$ cat src/common/vks_map.vh
// register offsets, field positions, reset values and timing counts
`ifndef VKS_MAP_VH
`define VKS_MAP_VH

// byte addresses on the bus, one aligned word each
`define VKS_ADR_MODE0 12'h000
`define VKS_ADR_MODE1 12'h004
`define VKS_ADR_PORT8 12'h008
`define VKS_ADR_PORT9 12'h00c
`define VKS_ADR_PORT10 12'h010
`define VKS_ADR_PORT11 12'h014
`define VKS_ADR_PORT12 12'h018
`define VKS_ADR_INT_STAT 12'h020
`define VKS_ADR_INT_MASK 12'h024
`define VKS_ADR_MEM_BASE 12'h100
`define VKS_ADR_MEM_LAST 12'h23c

// display data memory, device addresses
`define VKS_MEM_FIRST 16'hfa30
`define VKS_MEM_LAST 16'hfa7f
`define VKS_MEM_WORDS 80
`define VKS_MEM_TOP_COL 7'h40
`define VKS_MEM_COL_STEP 7'h10

// display mode register 0 fields
`define VKS_M0_KEY_FLAG 7
`define VKS_M0_TYPE_SEL 5
`define VKS_M0_ENABLE 0
`define VKS_M0_WR_MASK 8'h21
`define VKS_M0_RESET 8'h00

// display mode register 1: blanking time in microseconds
`define VKS_M1_RESET 8'h14

// interrupt status bits
`define VKS_INT_KEY_START 0
`define VKS_INT_KEY_END 1
`define VKS_INT_BITS 2

// timing
`define VKS_CLK_MHZ 100
`define VKS_TICK_US 1
`define VKS_TICK_CYC (`VKS_CLK_MHZ * `VKS_TICK_US)
`define VKS_SHOW_US 60
`define VKS_KEY_US 60

`endif

$ cat src/verilog/vks_ctrl.v
// key-scan slot sequencer, display mode registers and display memory
//
// Design decisions made here: the register offsets and register access over Wishbone.
`timescale 1ns/1ps
`default_nettype none
`include "vks_map.vh"


module vks_ctrl #(
    parameter SEG_N = 10,
    parameter DIG_N = 11,
    parameter SHOW_US = `VKS_SHOW_US,
    parameter KEY_US = `VKS_KEY_US
) (
    input wire clk_i,
    input wire rst_i,
    input wire wb_cyc_i,
    input wire wb_stb_i,
    input wire wb_we_i,
    input wire [11:0] wb_adr_i,
    input wire [3:0] wb_sel_i,
    input wire [31:0] wb_dat_i,
    output reg [31:0] wb_dat_o,
    output reg wb_ack_o,
    output reg [SEG_N-1:0] segment_outputs_o,
    output reg [DIG_N-1:0] digit_outputs_o,
    output reg [39:0] shared_display_output_pins_o,
    output wire key_scan_slot_o,
    output wire irq_o
);

    localparam NBYTES = (SEG_N + 7) / 8;
    localparam ST_IDLE = 4'b0001;
    localparam ST_BLANK = 4'b0010;
    localparam ST_SHOW = 4'b0100;
    localparam ST_KEY = 4'b1000;
    // counts are worked out at full width, then cut to the counter size
    localparam integer SHOW_END = SHOW_US - 1;
    localparam integer KEY_END = KEY_US - 1;
    localparam integer TICK_END = `VKS_TICK_CYC - 1;
    localparam integer NBYTES_I = NBYTES;
    localparam integer DIG_END = DIG_N - 1;
    localparam [7:0] SHOW_LAST = SHOW_END[7:0];
    localparam [7:0] KEY_LAST = KEY_END[7:0];
    localparam [6:0] TICK_LAST = TICK_END[6:0];
    localparam [2:0] NBYTES_W = NBYTES_I[2:0];
    localparam [4:0] DIG_LAST = DIG_END[4:0];

    reg [7:0] mem [0:`VKS_MEM_WORDS-1];
    reg [7:0] mode0_reg;
    reg [7:0] mode1_reg;
    reg [7:0] port_reg [0:4];
    reg [`VKS_INT_BITS-1:0] int_stat_reg;
    reg [`VKS_INT_BITS-1:0] int_mask_reg;
    reg [3:0] state_reg;
    reg [4:0] dig_reg;
    reg [2:0] fcol_reg;
    reg [7:0] tcnt_reg;
    reg [6:0] div_reg;
    reg [39:0] seg_buf_reg;
    reg ev_start;
    reg ev_end;

    // one-hot grid select; a digit past DIG_N-1 gives an all-off bus
    function [DIG_N-1:0] digit_bit;
        input [4:0] d;
        begin
            digit_bit = {{(DIG_N-1){1'b0}}, 1'b1} << d;
        end
    endfunction

    // column k of digit d sits at 0x40 - 0x10*k + d above the base
    function [6:0] fetch_addr;
        input [2:0] col;
        input [4:0] d;
        begin
            fetch_addr = `VKS_MEM_TOP_COL - {col, 4'h0} + {2'b00, d};
        end
    endfunction

    // a held request is acked every other cycle: ack masks it off for the next edge
    wire bus_req = wb_cyc_i & wb_stb_i & ~wb_ack_o;
    wire wr_lo = bus_req & wb_we_i & wb_sel_i[0];
    wire mem_hit = (wb_adr_i >= `VKS_ADR_MEM_BASE) &&
        (wb_adr_i <= `VKS_ADR_MEM_LAST);
    wire [11:0] mem_off = wb_adr_i - `VKS_ADR_MEM_BASE;
    wire [6:0] mem_idx = mem_off[8:2];
    wire tick = (div_reg == TICK_LAST);
    wire key_flag = state_reg[3];
    wire enabled = mode0_reg[`VKS_M0_ENABLE];
    // a zero blanking count is treated as one microsecond
    wire [7:0] blank_last = (mode1_reg == 8'h00) ? 8'h00 :
        mode1_reg - 8'h01;
    wire [6:0] fetch_idx = fetch_addr(fcol_reg, dig_reg);
    wire fetch_done = (fcol_reg == NBYTES_W);
    wire [39:0] latch_cat = {port_reg[4], port_reg[3], port_reg[2],
        port_reg[1], port_reg[0]};

    assign key_scan_slot_o = key_flag;
    assign irq_o = |(int_stat_reg & int_mask_reg);

    // register writes
    integer i;
    always @(posedge clk_i) begin
        if (rst_i) begin
            mode0_reg <= `VKS_M0_RESET;
            mode1_reg <= `VKS_M1_RESET;
            int_mask_reg <= {`VKS_INT_BITS{1'b0}};
            for (i = 0; i < 5; i = i + 1) begin
                port_reg[i] <= 8'h00;
            end
        end else if (wr_lo) begin
            case (wb_adr_i)
                // flag bit is not writable
                `VKS_ADR_MODE0: begin
                    mode0_reg <= wb_dat_i[7:0] & `VKS_M0_WR_MASK;
                end
                `VKS_ADR_MODE1: begin
                    mode1_reg <= wb_dat_i[7:0];
                end
                `VKS_ADR_PORT8: begin
                    port_reg[0] <= wb_dat_i[7:0];
                end
                `VKS_ADR_PORT9: begin
                    port_reg[1] <= wb_dat_i[7:0];
                end
                `VKS_ADR_PORT10: begin
                    port_reg[2] <= wb_dat_i[7:0];
                end
                `VKS_ADR_PORT11: begin
                    port_reg[3] <= wb_dat_i[7:0];
                end
                `VKS_ADR_PORT12: begin
                    port_reg[4] <= wb_dat_i[7:0];
                end
                `VKS_ADR_INT_MASK: begin
                    int_mask_reg <= wb_dat_i[`VKS_INT_BITS-1:0];
                end
                default: begin
                end
            endcase
        end
    end

    // display memory: cpu write port, unused bytes are plain RAM
    // the sequencer reads this array on its own; cpu writes never stall it
    always @(posedge clk_i) begin
        if (wr_lo && mem_hit) begin
            mem[mem_idx] <= wb_dat_i[7:0];
        end
    end

    // sticky status, a new event wins over a write-one clear
    always @(posedge clk_i) begin
        if (rst_i) begin
            int_stat_reg <= {`VKS_INT_BITS{1'b0}};
        end else begin
            if (wr_lo && wb_adr_i == `VKS_ADR_INT_STAT) begin
                int_stat_reg <= (int_stat_reg &
                    ~wb_dat_i[`VKS_INT_BITS-1:0]) | {ev_end, ev_start};
            end else begin
                int_stat_reg <= int_stat_reg | {ev_end, ev_start};
            end
        end
    end

    // bus answer: one wait-free ack per request, reads have no side effect
    always @(posedge clk_i) begin
        if (rst_i) begin
            wb_ack_o <= 1'b0;
            wb_dat_o <= 32'h00000000;
        end else begin
            wb_ack_o <= bus_req;
            if (bus_req && !wb_we_i) begin
                if (mem_hit) begin
                    wb_dat_o <= {24'h000000, mem[mem_idx]};
                end else begin
                    case (wb_adr_i)
                        `VKS_ADR_MODE0: begin
                            wb_dat_o <= {24'h000000, key_flag,
                                mode0_reg[6:0]};
                        end
                        `VKS_ADR_MODE1: begin
                            wb_dat_o <= {24'h000000, mode1_reg};
                        end
                        `VKS_ADR_PORT8: begin
                            wb_dat_o <= {24'h000000, port_reg[0]};
                        end
                        `VKS_ADR_PORT9: begin
                            wb_dat_o <= {24'h000000, port_reg[1]};
                        end
                        `VKS_ADR_PORT10: begin
                            wb_dat_o <= {24'h000000, port_reg[2]};
                        end
                        `VKS_ADR_PORT11: begin
                            wb_dat_o <= {24'h000000, port_reg[3]};
                        end
                        `VKS_ADR_PORT12: begin
                            wb_dat_o <= {24'h000000, port_reg[4]};
                        end
                        `VKS_ADR_INT_STAT: begin
                            wb_dat_o <= {30'h00000000, int_stat_reg};
                        end
                        `VKS_ADR_INT_MASK: begin
                            wb_dat_o <= {30'h00000000, int_mask_reg};
                        end
                        default: begin
                            wb_dat_o <= 32'h00000000;
                        end
                    endcase
                end
            end
        end
    end

    // microsecond tick
    // the divider runs free, so the first blanking after enable may run up to one tick short
    always @(posedge clk_i) begin
        if (rst_i || tick) begin
            div_reg <= 7'h00;
        end else begin
            div_reg <= div_reg + 7'h01;
        end
    end

    // digit sequencer: blank+fetch, show, ..., last digit, key slot
    always @(posedge clk_i) begin
        if (rst_i) begin
            state_reg <= ST_IDLE;
            dig_reg <= 5'h00;
            fcol_reg <= 3'h0;
            tcnt_reg <= 8'h00;
            seg_buf_reg <= 40'h0000000000;
            ev_start <= 1'b0;
            ev_end <= 1'b0;
        end else begin
            ev_start <= 1'b0;
            ev_end <= 1'b0;
            case (state_reg)
                ST_IDLE: begin
                    dig_reg <= 5'h00;
                    fcol_reg <= 3'h0;
                    tcnt_reg <= 8'h00;
                    if (enabled) begin
                        state_reg <= ST_BLANK;
                    end
                end
                ST_BLANK: begin
                    // one column byte per cycle, highest column first
                    if (!fetch_done) begin
                        seg_buf_reg[39 - 8 * fcol_reg -: 8] <=
                            mem[fetch_idx];
                        fcol_reg <= fcol_reg + 3'h1;
                    end
                    if (tick) begin
                        tcnt_reg <= tcnt_reg + 8'h01;
                    end
                    if (!enabled) begin
                        state_reg <= ST_IDLE;
                    end else if (tick && fetch_done &&
                            tcnt_reg >= blank_last) begin
                        tcnt_reg <= 8'h00;
                        state_reg <= ST_SHOW;
                    end
                end
                ST_SHOW: begin
                    if (tick) begin
                        tcnt_reg <= tcnt_reg + 8'h01;
                    end
                    if (!enabled) begin
                        state_reg <= ST_IDLE;
                    end else if (tick && tcnt_reg == SHOW_LAST) begin
                        tcnt_reg <= 8'h00;
                        fcol_reg <= 3'h0;
                        if (dig_reg == DIG_LAST) begin
                            state_reg <= ST_KEY;
                            ev_start <= 1'b1;
                        end else begin
                            dig_reg <= dig_reg + 5'h01;
                            state_reg <= ST_BLANK;
                        end
                    end
                end
                ST_KEY: begin
                    if (tick) begin
                        tcnt_reg <= tcnt_reg + 8'h01;
                    end
                    if (!enabled) begin
                        ev_end <= 1'b1;
                        state_reg <= ST_IDLE;
                    end else if (tick && tcnt_reg == KEY_LAST) begin
                        // flag drops as digit timing resumes
                        tcnt_reg <= 8'h00;
                        dig_reg <= 5'h00;
                        ev_end <= 1'b1;
                        state_reg <= ST_BLANK;
                    end
                end
                default: begin
                    state_reg <= ST_IDLE;
                end
            endcase
        end
    end

    // output drivers; mode 2 shares the mode 1 fetch path here
    always @(posedge clk_i) begin
        if (rst_i) begin
            segment_outputs_o <= {SEG_N{1'b0}};
            digit_outputs_o <= {DIG_N{1'b0}};
            shared_display_output_pins_o <= 40'h0000000000;
        end else if (state_reg == ST_SHOW) begin
            segment_outputs_o <= seg_buf_reg[39 -: SEG_N];
            digit_outputs_o <= digit_bit(dig_reg);
            shared_display_output_pins_o <= {latch_cat[39:SEG_N],
                seg_buf_reg[39 -: SEG_N]};
        end else if (state_reg == ST_KEY) begin
            segment_outputs_o <= {SEG_N{1'b0}};
            digit_outputs_o <= {DIG_N{1'b0}};
            // latches are read live, so port 11/12 rewrites step the scan
            shared_display_output_pins_o <= latch_cat;
        end else begin
            // blanking keeps the next grid off until segments fall
            segment_outputs_o <= {SEG_N{1'b0}};
            digit_outputs_o <= {DIG_N{1'b0}};
            shared_display_output_pins_o <= {latch_cat[39:SEG_N],
                {SEG_N{1'b0}}};
        end
    end

endmodule
`default_nettype wire

$ cat config.mk
export PLATFORM = sky130hd
export DESIGN_NAME = vks_ctrl
export DESIGN_NICKNAME = d
export VERILOG_FILES = /design/src/verilog/vks_ctrl.v
export VERILOG_INCLUDE_DIRS = /design/src /design/src/common
export SDC_FILE = /design/constraint.sdc
export NUM_CORES = 1
export LEC_CHECK = 0
export ABC_AREA = 1
export BUFFER_PORTS_ARGS = -buffer_cell sky130_fd_sc_hd__buf_2
export CAP_MARGIN = 10
export CORE_MARGIN = 8
export CORE_UTILIZATION = 45
export DETAILED_ROUTE_END_ITERATION = 7
export SLEW_MARGIN = 5
export SYNTH_ARGS = -nofsm -noshare
export SYNTH_HDL_FRONTEND = slang
export SYNTH_SLANG_ARGS = --single-unit
$ cat constraint.sdc
create_clock -name clk_i -period 5.09 [get_ports clk_i]
set_input_delay 0.2545 -clock clk_i [delete_from_list [all_inputs] [get_ports clk_i]]
set_output_delay 0.2545 -clock clk_i [all_outputs]
set_load 0.005 [all_outputs]
---- Word-level counts from Yosys, hierarchy flattened ----
Memories as Yosys holds them, arrays and structs flattened.
Cells that the tools add are included.
storage, ports and cells
  logic and storage cells ................. 171
  memories ................................ 2
  bits in latches ......................... 0
  bits in writable memories ............... 680
  ROM bits ................................ 0
  output and inout bits ................... 96
  register bits ........................... 177
operators by class
  magnitude comparators ................... 3
  bitwise operators ....................... 20
  div/mod/pow operators ................... 0
  shift operators ......................... 3
  mux-type cells .......................... 64
  $add $sub $neg .......................... 10
  reductions and logical operators ........ 26
  equality and inequality tests ........... 26
  $mul .................................... 0
memories
  name      depth  bits a word  read ports  clocked after memory_dff  write ports  RTL line       source
  mem       80     8            2           0                         1            vks_ctrl.v:49  reg [7:0] mem [0:`VKS_MEM_WORDS-1];
  port_reg  5      8            5           0                         5            vks_ctrl.v:52  reg [7:0] port_reg [0:4];
operators with widths
  cell                                                                 number
  2-to-1 mux 8 bit                                                     12
  case mux 8 bit (9 select lines)                                      1
  variable shift 8 x 34 -> 47 bit (first input constant)               1
  variable part select 8 x 34 -> 47 bit                                1
  bitwise mux 40 bit                                                   1
  equality test 12 x 5 -> 1 bit (second input constant)                3
  negation 32 -> 34 bit                                                1
  2-to-1 mux 4 bit                                                     8
  2-to-1 mux 1 bit                                                     27
  2-to-1 mux 5 bit                                                     5
  equality test 12 x 4 -> 1 bit (second input constant)                2
  equality test 12 x 6 -> 1 bit (second input constant)                2
  case mux 8 bit (3 select lines)                                      1
  2-to-1 mux 10 bit                                                    2
  case mux 4 bit (4 select lines)                                      1
  case mux 5 bit (3 select lines)                                      1
  != test 2 bit (second input constant)                                7
  equality test 12 x 3 -> 1 bit (second input constant)                1
  greater-or-equal comparator 12 x 9 -> 1 bit (second input constant)  1
  less-or-equal comparator 12 x 10 -> 1 bit (second input constant)    1
  zero test 12 bit                                                     1
  left shift 1 x 5 -> 11 bit (first input constant)                    1
  2-to-1 mux 3 bit                                                     3
  != test 3 bit (second input constant)                                3
  other kinds (36)                                                     65

---- Depth between registers and ports, before layout ----
Gate-level depths: netlist of the first run.
  word-level depth ........................ 8
  mapped depth ............................ 18
  gate-level depth less buffers ........... 18

---- Least setup slack after synthesis of the first run ----
Ideal clock, no wire load.
  path type ............................... register to register
  start point ............................. register mode1_reg[0]
  end point ............................... register tcnt_reg[6]
  data required time ...................... 5.020 ns
  clock period less this slack ............ 2.307 ns
  stages on the path, launching flop included .. 18
  slack ................................... 2.783 ns
  data arrival time ....................... 2.237 ns
  path through ............................ dfxtp_1 inv_1 ha_1 nand2_1 nor3_1 inv_1 nor3_1 inv_1 o21ai_0 ha_1 a21oi_1 o21a_1 nand3_1 nand2_1 o21ai_0 nand2_1 nand2_1 a21oi_1
between the ends
  cells in the longest elaborated chain, start to end .. 7
  elaborated cells between the ends (all ways) .. 8
ends and longest elaborated chain
  element                                                       RTL line                      source
  from (decl)                                                   vks_ctrl.v:51                 reg [7:0] mode1_reg;
  from (signal assigned)                                        vks_ctrl.v:107                mode1_reg <= `VKS_M1_RESET;
  from (signal assigned)                                        vks_ctrl.v:119                mode1_reg <= wb_dat_i[7:0];
  subtractor 8 x 1 -> 8 bit or zero test 8 bit (tied branches)  vks_ctrl.v:93, vks_ctrl.v:92
  2-to-1 mux 8 bit (*)                                          vks_ctrl.v:92                 wire [7:0] blank_last = (mode1_reg == 8'h00) ? 8'h00 :
  greater-or-equal comparator 8 bit (*)                         vks_ctrl.v:261                tcnt_reg >= blank_last) begin
  logical AND 1 bit (*)                                         vks_ctrl.v:260                end else if (tick && fetch_done &&
  2-to-1 mux 8 bit (*)                                          vks_ctrl.v:260
  2-to-1 mux 8 bit (*)                                          vks_ctrl.v:258                if (!enabled) begin
  case mux 8 bit (3 select lines) (*)                           vks_ctrl.v:239                case (state_reg)
  to (signal assigned)                                          vks_ctrl.v:256                tcnt_reg <= tcnt_reg + 8'h01;
  to (signal assigned)                                          vks_ctrl.v:268                tcnt_reg <= tcnt_reg + 8'h01;
  to (signal assigned)                                          vks_ctrl.v:286                tcnt_reg <= tcnt_reg + 8'h01;
  to (decl)                                                     vks_ctrl.v:58                 reg [7:0] tcnt_reg;
Every way passes the cells marked *; elsewhere a longest branch is shown, timed or not.
A chain may end at the register's enable or synchronous reset.

---- Worst setup path in the final report of the first run ----
  start point ............................. input port wb_stb_i
  end point ............................... memory mem[78][3], enable pin
between the ends
  cells in the longest elaborated chain, start to end .. 7
ends and longest elaborated chain
  element                                 RTL line        source
  from (decl)                             vks_ctrl.v:18   input wire wb_stb_i,
  AND 1 bit (2 in series)                 vks_ctrl.v:82   wire bus_req = wb_cyc_i & wb_stb_i & ~wb_ack_o;
  AND 1 bit (2 in series)                 vks_ctrl.v:83   wire wr_lo = bus_req & wb_we_i & wb_sel_i[0];
  logical AND 1 bit                       vks_ctrl.v:148  if (wr_lo && mem_hit) begin
  2-to-1 mux 1 bit                        vks_ctrl.v:148
  2-to-1 mux 1 bit (implied by the code)  vks_ctrl.v:149  mem[mem_idx] <= wb_dat_i[7:0];
  to (decl)                               vks_ctrl.v:49
No other way between the ends.

==> impl_metrics.py, run 1 <==
metrics = {
    "worst_setup_path": {
        "worstSetupStartpointType": "primary input",
        "path_max_fanout": 10,
        "arrival_ns": 3.87,
        "crit_slowest_cell": "nor2_1",
        "critPathRequiredTime_ns": 5.37,
        "critPathKind": "in2reg",
        "path_buf_inv": 3,
        "critPathTopFamily": "simple AND/OR/NAND/NOR gates",
        "cp_slowest_stage_delay_ns": 0.88,
        "crit_path_end_kind": "flop",
        "crit_chain": "dlygate4sd3_1, buf_2, nand2_1, dlygate4sd3_1, nor2_1, nand3_1, nor3_4, nand2_4, nor2_1",
    },
    "cells_and_area": {
        "post-route-util": 0.501,
        "drive_above_1_share": 0.0702,
        "multiInputGateArea_sq_um": 14200,
        "syn2layout_area_growth_pct": 10.5,
        "nFillCells": 8136,
        "largest_reg_flops": 640,
        "nets": 4676,
        "seq_area_sq_um": 22900,
    },
    "logic_synthesis": {
        "synth-main-ff-cell": "edfxtp_1",
        "synth_top_area_cell": "edfxtp_1",
        "ys_seq_area_frac": 0.583,
        "synth_most_common_cell": "nand2_1",
        "synth_commonest_cells": "1845 x nand2_1, 680 x edfxtp_1, 468 x nand3_1",
        "ys_types": 43,
        "postSynthCellCount": 4607,
        "synth_area_leaders": "edfxtp_1 52%, nand2_1 18%, dfxtp_1 6.3%, nand3_1 6.0%, nor2_1 3.4%",
        "synthDominantCellAreaShare": 0.520,
        "synthArstFlopShare": 0,
        "ys_seq_elements": 803,
        "synth_edf_count": 680,
        "synth_area_sq_um": 39200,
        "syn_area_per_cell_sq_um": 8.52,
        "yosysWarnings": 0,
    },
    "floorplanning": {
        "design.die.area_sq_um": 96900,
        "die_h_um": 311,
        "die_w_um": 311,
        "ioPinCount": 149,
        "start_util": 0.453,
        "rows": 108,
        "placeableCoreArea_sq_um": 86600,
    },
    "power": {
        "clockPowerShare": 0.442,
        "seq_power_share": 0.506,
        "p_int_mw": 10.9,
        "p_comb_frac": 0.052,
        "power_switching_mw": 3.25,
        "ir_worst_vdd_v": 0.000232,
        "total_power_mw": 14.1,
        "p_per_area_nw_per_um2": 326,
        "leakage_nw": 17.5,
        "switching_share": 0.230,
    },
    "global_routing": {
        "grt_pass1_wl_um": 196000,
        "grt_max_degree": 173,
        "grt_pass1_vias": 30500,
        "grt_use_met1": 0.366,
        "busiest_layer": "met2",
        "use_met3": 0.0469,
        "antenna_found_initial": 2,
        "grt_use_met2": 0.405,
        "globalRouteOverflowTotal": 0,
        "grtUsageTotal": 0.264,
    },
    "route": {
        "via_per_inst": 5.62,
        "wire_per_inst_um": 22.7,
        "routed_wl_um": 132000,
        "drt_iter0_drc": 4131,
        "drcViolationCount": 0,
        "drt_pass1_iterations": 6,
        "ant_nets": 0,
        "num_vias": 32700,
    },
    "clock_tree": {
        "ctsRootBufferMaster": "clkbuf_16",
        "post_cts_buffers": 0,
        "cts_max_level": 3,
        "insertion_delay_ns": 0.68,
        "cts_buffers": 86,
        "clk_pin_slew_ns": 0.06,
        "cts_max_path_buffers": 3,
        "cts-resized-gates": 0,
        "cts_tree": "yes",
        "cts_num_sinks": 803,
    },
    "timing": {
        "slew_headroom": 0.188,
        "min_period_ns": 3.59,
        "clock_skew_ns": 0.0281,
        "setup-tns-final_ns": 0,
        "min_period_over_period": 0.705,
        "tightest_slew_ns": 1.22,
        "timing.fmax_mhz": 278,
        "setup_viol": 0,
        "finalHoldViolCount": 0,
        "rsz0062_at_grt": "false",
        "slew_violations": 0,
    },
    "place": {
        "place_congestion": 0.925,
        "portBuffers": 97,
        "hpwl_um": 82400,
    },
    "worst_hold_path": {
        "min-delay-path-class": "in2reg",
    },
    "run": {
        "drv_cap": 0,
    },
    "status": {
        "outcome": "completed",
    },
}
==> what timing repair did <==
item	in CTS	in global routing
setup endpoints to repair	0	0
hold endpoints to repair	1	0
hold buffers	2	0
==> per-layer routing <==
layer / share of wire / wire length, um
met5: 0 / 0
met1: 0.41 / 54400
met3: 0.10 / 13400
met2: 0.44 / 58600
met4: 0.044 / 5830
==> final timing paths <==
kind / from / endpoint / slack, ns / cells past startpoint
setup / recovery: wb_stb_i / mem[78][3] / 1.50 / 9
hold / removal: rst_i / shared_display_output_pins_o[26] / 0.05 / 2
setup reg to reg: fcol_reg[0] / seg_buf_reg[31] / 1.55 / 11
hold reg to reg: ev_end / int_stat_reg[1] / 0.45 / 2
==> worst reg2reg max path, delay by kind of cell, from the launching register on <==
family	cells	cell delay [ns]
fa+ha+maj	1	0.37
buf+inv	2	0.42
compound gates	1	0.08
flops	1	0.41
simple gates	7	2.12
==> power by group through the flow <==
stage	Clock, mW	Sequential, mW	Combinational, mW
after floorplan	0	7.30	0.366
after global placement	0	7.29	0.715
after detailed placement	0	7.30	0.715
after CTS	6.32	7.16	0.719
after global routing	6.56	7.16	0.786
final	6.25	7.16	0.739
==> placed cells by master (no fill, tap or decap), types with 6 or more instances in the layout <==
cell type	instances
nor2_1	349
nand2_1	1845
nand4_1	35
nor4_1	6
buf_12	6
dfxtp_1	120
a31oi_1	6
clkbuf_8	10
buf_4	64
clkinv_1	14
a21oi_1	198
nand3_1	468
clkinv_2	8
edfxtp_1	680
inv_1	243
nand2_4	8
buf_2	87
o21ai_0	220
o21ai_1	9
conb_1	24
xor2_1	7
ha_1	19
clkbuf_16	88
inv_2	10
o211ai_1	8
nor3_1	23
o22ai_1	21
clkbuf_1	22
==> layout make-up <==
| class | count | area share |
|---|---|---|
| Multi-Input combinational cell | 3294 | 0.327 |
| Clock buffer | 120 | 0.0559 |
| Tap cell | 1155 | 0.0333 |
| Sequential cell | 803 | 0.528 |
| Timing Repair Buffer | 160 | 0.0246 |
| Antenna cell | 3 | 0.000173 |
| Inverter | 259 | 0.0228 |
| Clock inverter | 34 | 0.00793 |
==> per-stage QoR <==
stage / instance area [sq um] / hold WS, ns / std cells / setup slack, ns
after CTS: 43400 / 0.0118 / 5825 / 1.57
after floorplan: 39300 / 0.353 / 4630 / 2.78
final: 43400 / 0.0460 / 5828 / 1.50
after global placement: 40600 / 0.432 / 5669 / 1.52
after detailed placement: 40600 / 0.436 / 5669 / 1.45
after global routing: 43400 / 0.0500 / 5826 / 1.37
==> cells by family (layout without fill, tap and decap cells) <==
logic type      count (synthesis)  after routing  synth area share
compound gates                475            475            0.0630
xor+xnor                       12             12           0.00268
flops                         803            803             0.583
other cells                     1             27         0.0000956
buf+inv                       533            573            0.0577
fa+ha+maj                      19             19           0.00606
simple gates                 2764           2764             0.287
Note: power is estimated with default switching activity, not from simulation.
==> run 2, diff against run 1 <==
Settings changed: ABC_AREA 1 to 0.
Clock period 5.09 ns to 3.5 ns, I/O delays scaled along.
==> impl_metrics.py, run 2 <==
metrics = {
    "logic_synthesis": {
        "synth_area_sq_um": 37000,
        "ys_seq_elements": 803,
        "synth_area_leaders": "edfxtp_1 55%, mux4_2 20%, dfxtp_1 6.7%, mux2i_1 2.5%, nor2_1 1.6%",
        "synth_top_area_cell": "edfxtp_1",
        "postSynthCellCount": 2193,
        "synth-main-ff-cell": "edfxtp_1",
        "synth_most_common_cell": "edfxtp_1",
        "yosysWarnings": 0,
        "syn_area_per_cell_sq_um": 16.9,
        "synthArstFlopShare": 0,
        "synth_edf_count": 680,
        "synthDominantCellAreaShare": 0.552,
        "ys_types": 75,
        "synth_commonest_cells": "680 x edfxtp_1, 322 x mux4_2, 157 x nor2_1",
        "ys_seq_area_frac": 0.618,
    },
    "worst_setup_path": {
        "reg2reg_from": "dig_reg[0]",
        "path_max_fanout": 13,
        "ff2ff_path_depth": 8,
        "critPathKind": "reg2reg",
        "crit_path_end_kind": "flop",
        "reg2reg_slack_ns": 0.12,
        "arrival_ns": 3.87,
        "critPathRequiredTime_ns": 3.99,
        "worstSetupStartpointType": "flop",
        "r2r-end": "seg_buf_reg[31]",
    },
    "cells_and_area": {
        "drive_above_1_share": 0.311,
        "seq_area_sq_um": 22900,
        "post-route-util": 0.520,
        "design_area_sq_um": 42500,
        "nets": 2498,
        "layout_common_cells": "680 x edfxtp_1, 322 x mux4_2, 174 x buf_4",
        "layout_commonest_cell": "edfxtp_1",
        "syn2layout_area_growth_pct": 14.8,
        "largest_reg_flops": 640,
        "multiInputGateArea_sq_um": 13200,
        "nFillCells": 6558,
    },
    "clock_tree": {
        "cts_buffers": 84,
        "cts_max_path_buffers": 3,
        "ctsRootBufferMaster": "clkbuf_16",
        "post_cts_buffers": 0,
        "cts_num_sinks": 803,
        "cts_max_level": 3,
        "clk_pin_slew_ns": 0.06,
        "insertion_delay_ns": 0.65,
        "cts_tree": "yes",
    },
    "timing": {
        "setup_viol": 0,
        "slew_headroom": 0.138,
        "min_period_ns": 3.38,
        "rsz0062_at_grt": "false",
        "setup-tns-final_ns": 0,
        "finalWorstSetupSlack_ns": 0.118,
        "min_period_over_period": 0.966,
        "timing.fmax_mhz": 296,
        "slew_violations": 0,
        "clock_skew_ns": 0.0181,
        "finalHoldViolCount": 0,
        "tightest_slew_ns": 1.29,
    },
    "global_routing": {
        "antenna_found_initial": 6,
        "grt_use_met1": 0.307,
        "busiest_layer": "met2",
        "globalRouteOverflowTotal": 0,
        "grt_pass1_wl_um": 156000,
        "grt_pass1_vias": 22700,
        "grt_use_met2": 0.380,
        "grt_max_degree": 83,
        "grtUsageTotal": 0.233,
        "use_met3": 0.0494,
    },
    "floorplanning": {
        "die_w_um": 303,
        "die_h_um": 303,
        "rows": 105,
        "placeableCoreArea_sq_um": 81700,
        "design.die.area_sq_um": 91700,
        "start_util": 0.453,
        "ioPinCount": 149,
    },
    "route": {
        "drcViolationCount": 0,
        "drt_iter0_drc": 2456,
        "via_per_inst": 6.26,
        "ant_nets": 0,
        "num_vias": 22300,
        "drt_pass1_iterations": 6,
        "wire_per_inst_um": 30.1,
        "routed_wl_um": 107000,
    },
    "place": {
        "place_ws_ns": 0.123,
        "portBuffers": 97,
        "hpwl_um": 73800,
        "place_congestion": 0.907,
        "place_area_sq_um": 39500,
    },
    "run": {
        "drv_cap": 0,
    },
    "power": {
        "total_power_mw": 20.6,
        "ir_worst_vdd_v": 0.000350,
        "leakage_nw": 14.1,
        "p_per_area_nw_per_um2": 485,
    },
    "worst_hold_path": {
        "hold_depth": 1,
        "min-delay-path-class": "in2reg",
        "hold_start": "wb_dat_i[1]",
        "min_to": "mem[17][1]",
    },
    "status": {
        "outcome": "completed",
    },
}
[run 2: cell count changes in the layout (fill, tap and decap cells not counted), moves of 175 or more]
cell	previous run	this run
nand2_1	1845	84
o21ai_0	220	45
nand3_1	468	25
inv_1	243	15
mux4_2	0	322
nor2_1	349	157
[run 2: worst max-delay path by stage]
stage | startpoint | endpoint | slack [ns] | depth (start not counted)
3_5_place_dp | mode1_reg[4] | state_reg[3] | 0.12 | 11
4_1_cts | mode1_reg[4] | ev_start | 0.06 | 11
5_1_grt | mode1_reg[4] | state_reg[3] | 0.02 | 11
2_1_floorplan | mode1_reg[2] | tcnt_reg[0] | 0.45 | 12
3_3_place_gp | mode1_reg[4] | state_reg[3] | 0.21 | 12
6_report | dig_reg[0] | seg_buf_reg[31] | 0.12 | 8
[run 2: final cells by class]
cell class / instances / area share
antenna: 2 / 0.000118
tap: 1070 / 0.0315
clock buffer: 104 / 0.0539
sequential: 803 / 0.539
clock inverter: 53 / 0.0149
inverter: 16 / 0.00141
timing repair buffer: 288 / 0.0497
multi-input combinational: 1233 / 0.310
[run 2: logic make-up after synthesis]
| logic type | synth area share |
|---|---|
| other | 0.000101 |
| xor gates and xnor gates | 0.00284 |
| AOI/OAI and AO/OA | 0.0512 |
| buffers and inverters | 0.0287 |
| adders and majority gates | 0.00642 |
| muxes | 0.229 |
| DFF | 0.618 |
| and+or+nand+nor | 0.0631 |
[run 2: per-layer routing]
metal  routed length, um  vias up
li1                    -     9410
met2               51000     1179
met5                  26        -
met1               41700    11500
met4                4230        4
met3               10300      222
[run 2: timing repair]
item	4_1_cts	5_1_grt
gates resized for setup	0	2
setup endpoints to repair	0	9
hold buffers	4	0
endpoints found under the hold margin	8	0
[run 2: power breakdown]
part / switching, mW / total, mW / internal [mW]
logic: 0.575 / 0.894 / 0.319
clock network: 3.86 / 9.31 / 5.45
registers: 0.0239 / 10.4 / 10.4
total: 4.45 / 20.6 / 16.2
[run 2: per-stage QoR]
step,instances,hold WS (ns)
finish,3569,0.0639
detailed placement,3406,0.459
global placement,3406,0.447
global route,3567,0.0720
CTS,3567,0.0272
floorplan,2216,0.274
[run 2: critical path, stage by stage, from the launching register on]
cell and delay [ns]:
dfxtp_4 0.62, buf_4 0.24, mux4_2 0.53, a22o_1 0.19
a221oi_1 0.49, o21ai_0 0.30, buf_4 0.20, a311oi_1 0.48
a211oi_1 0.14
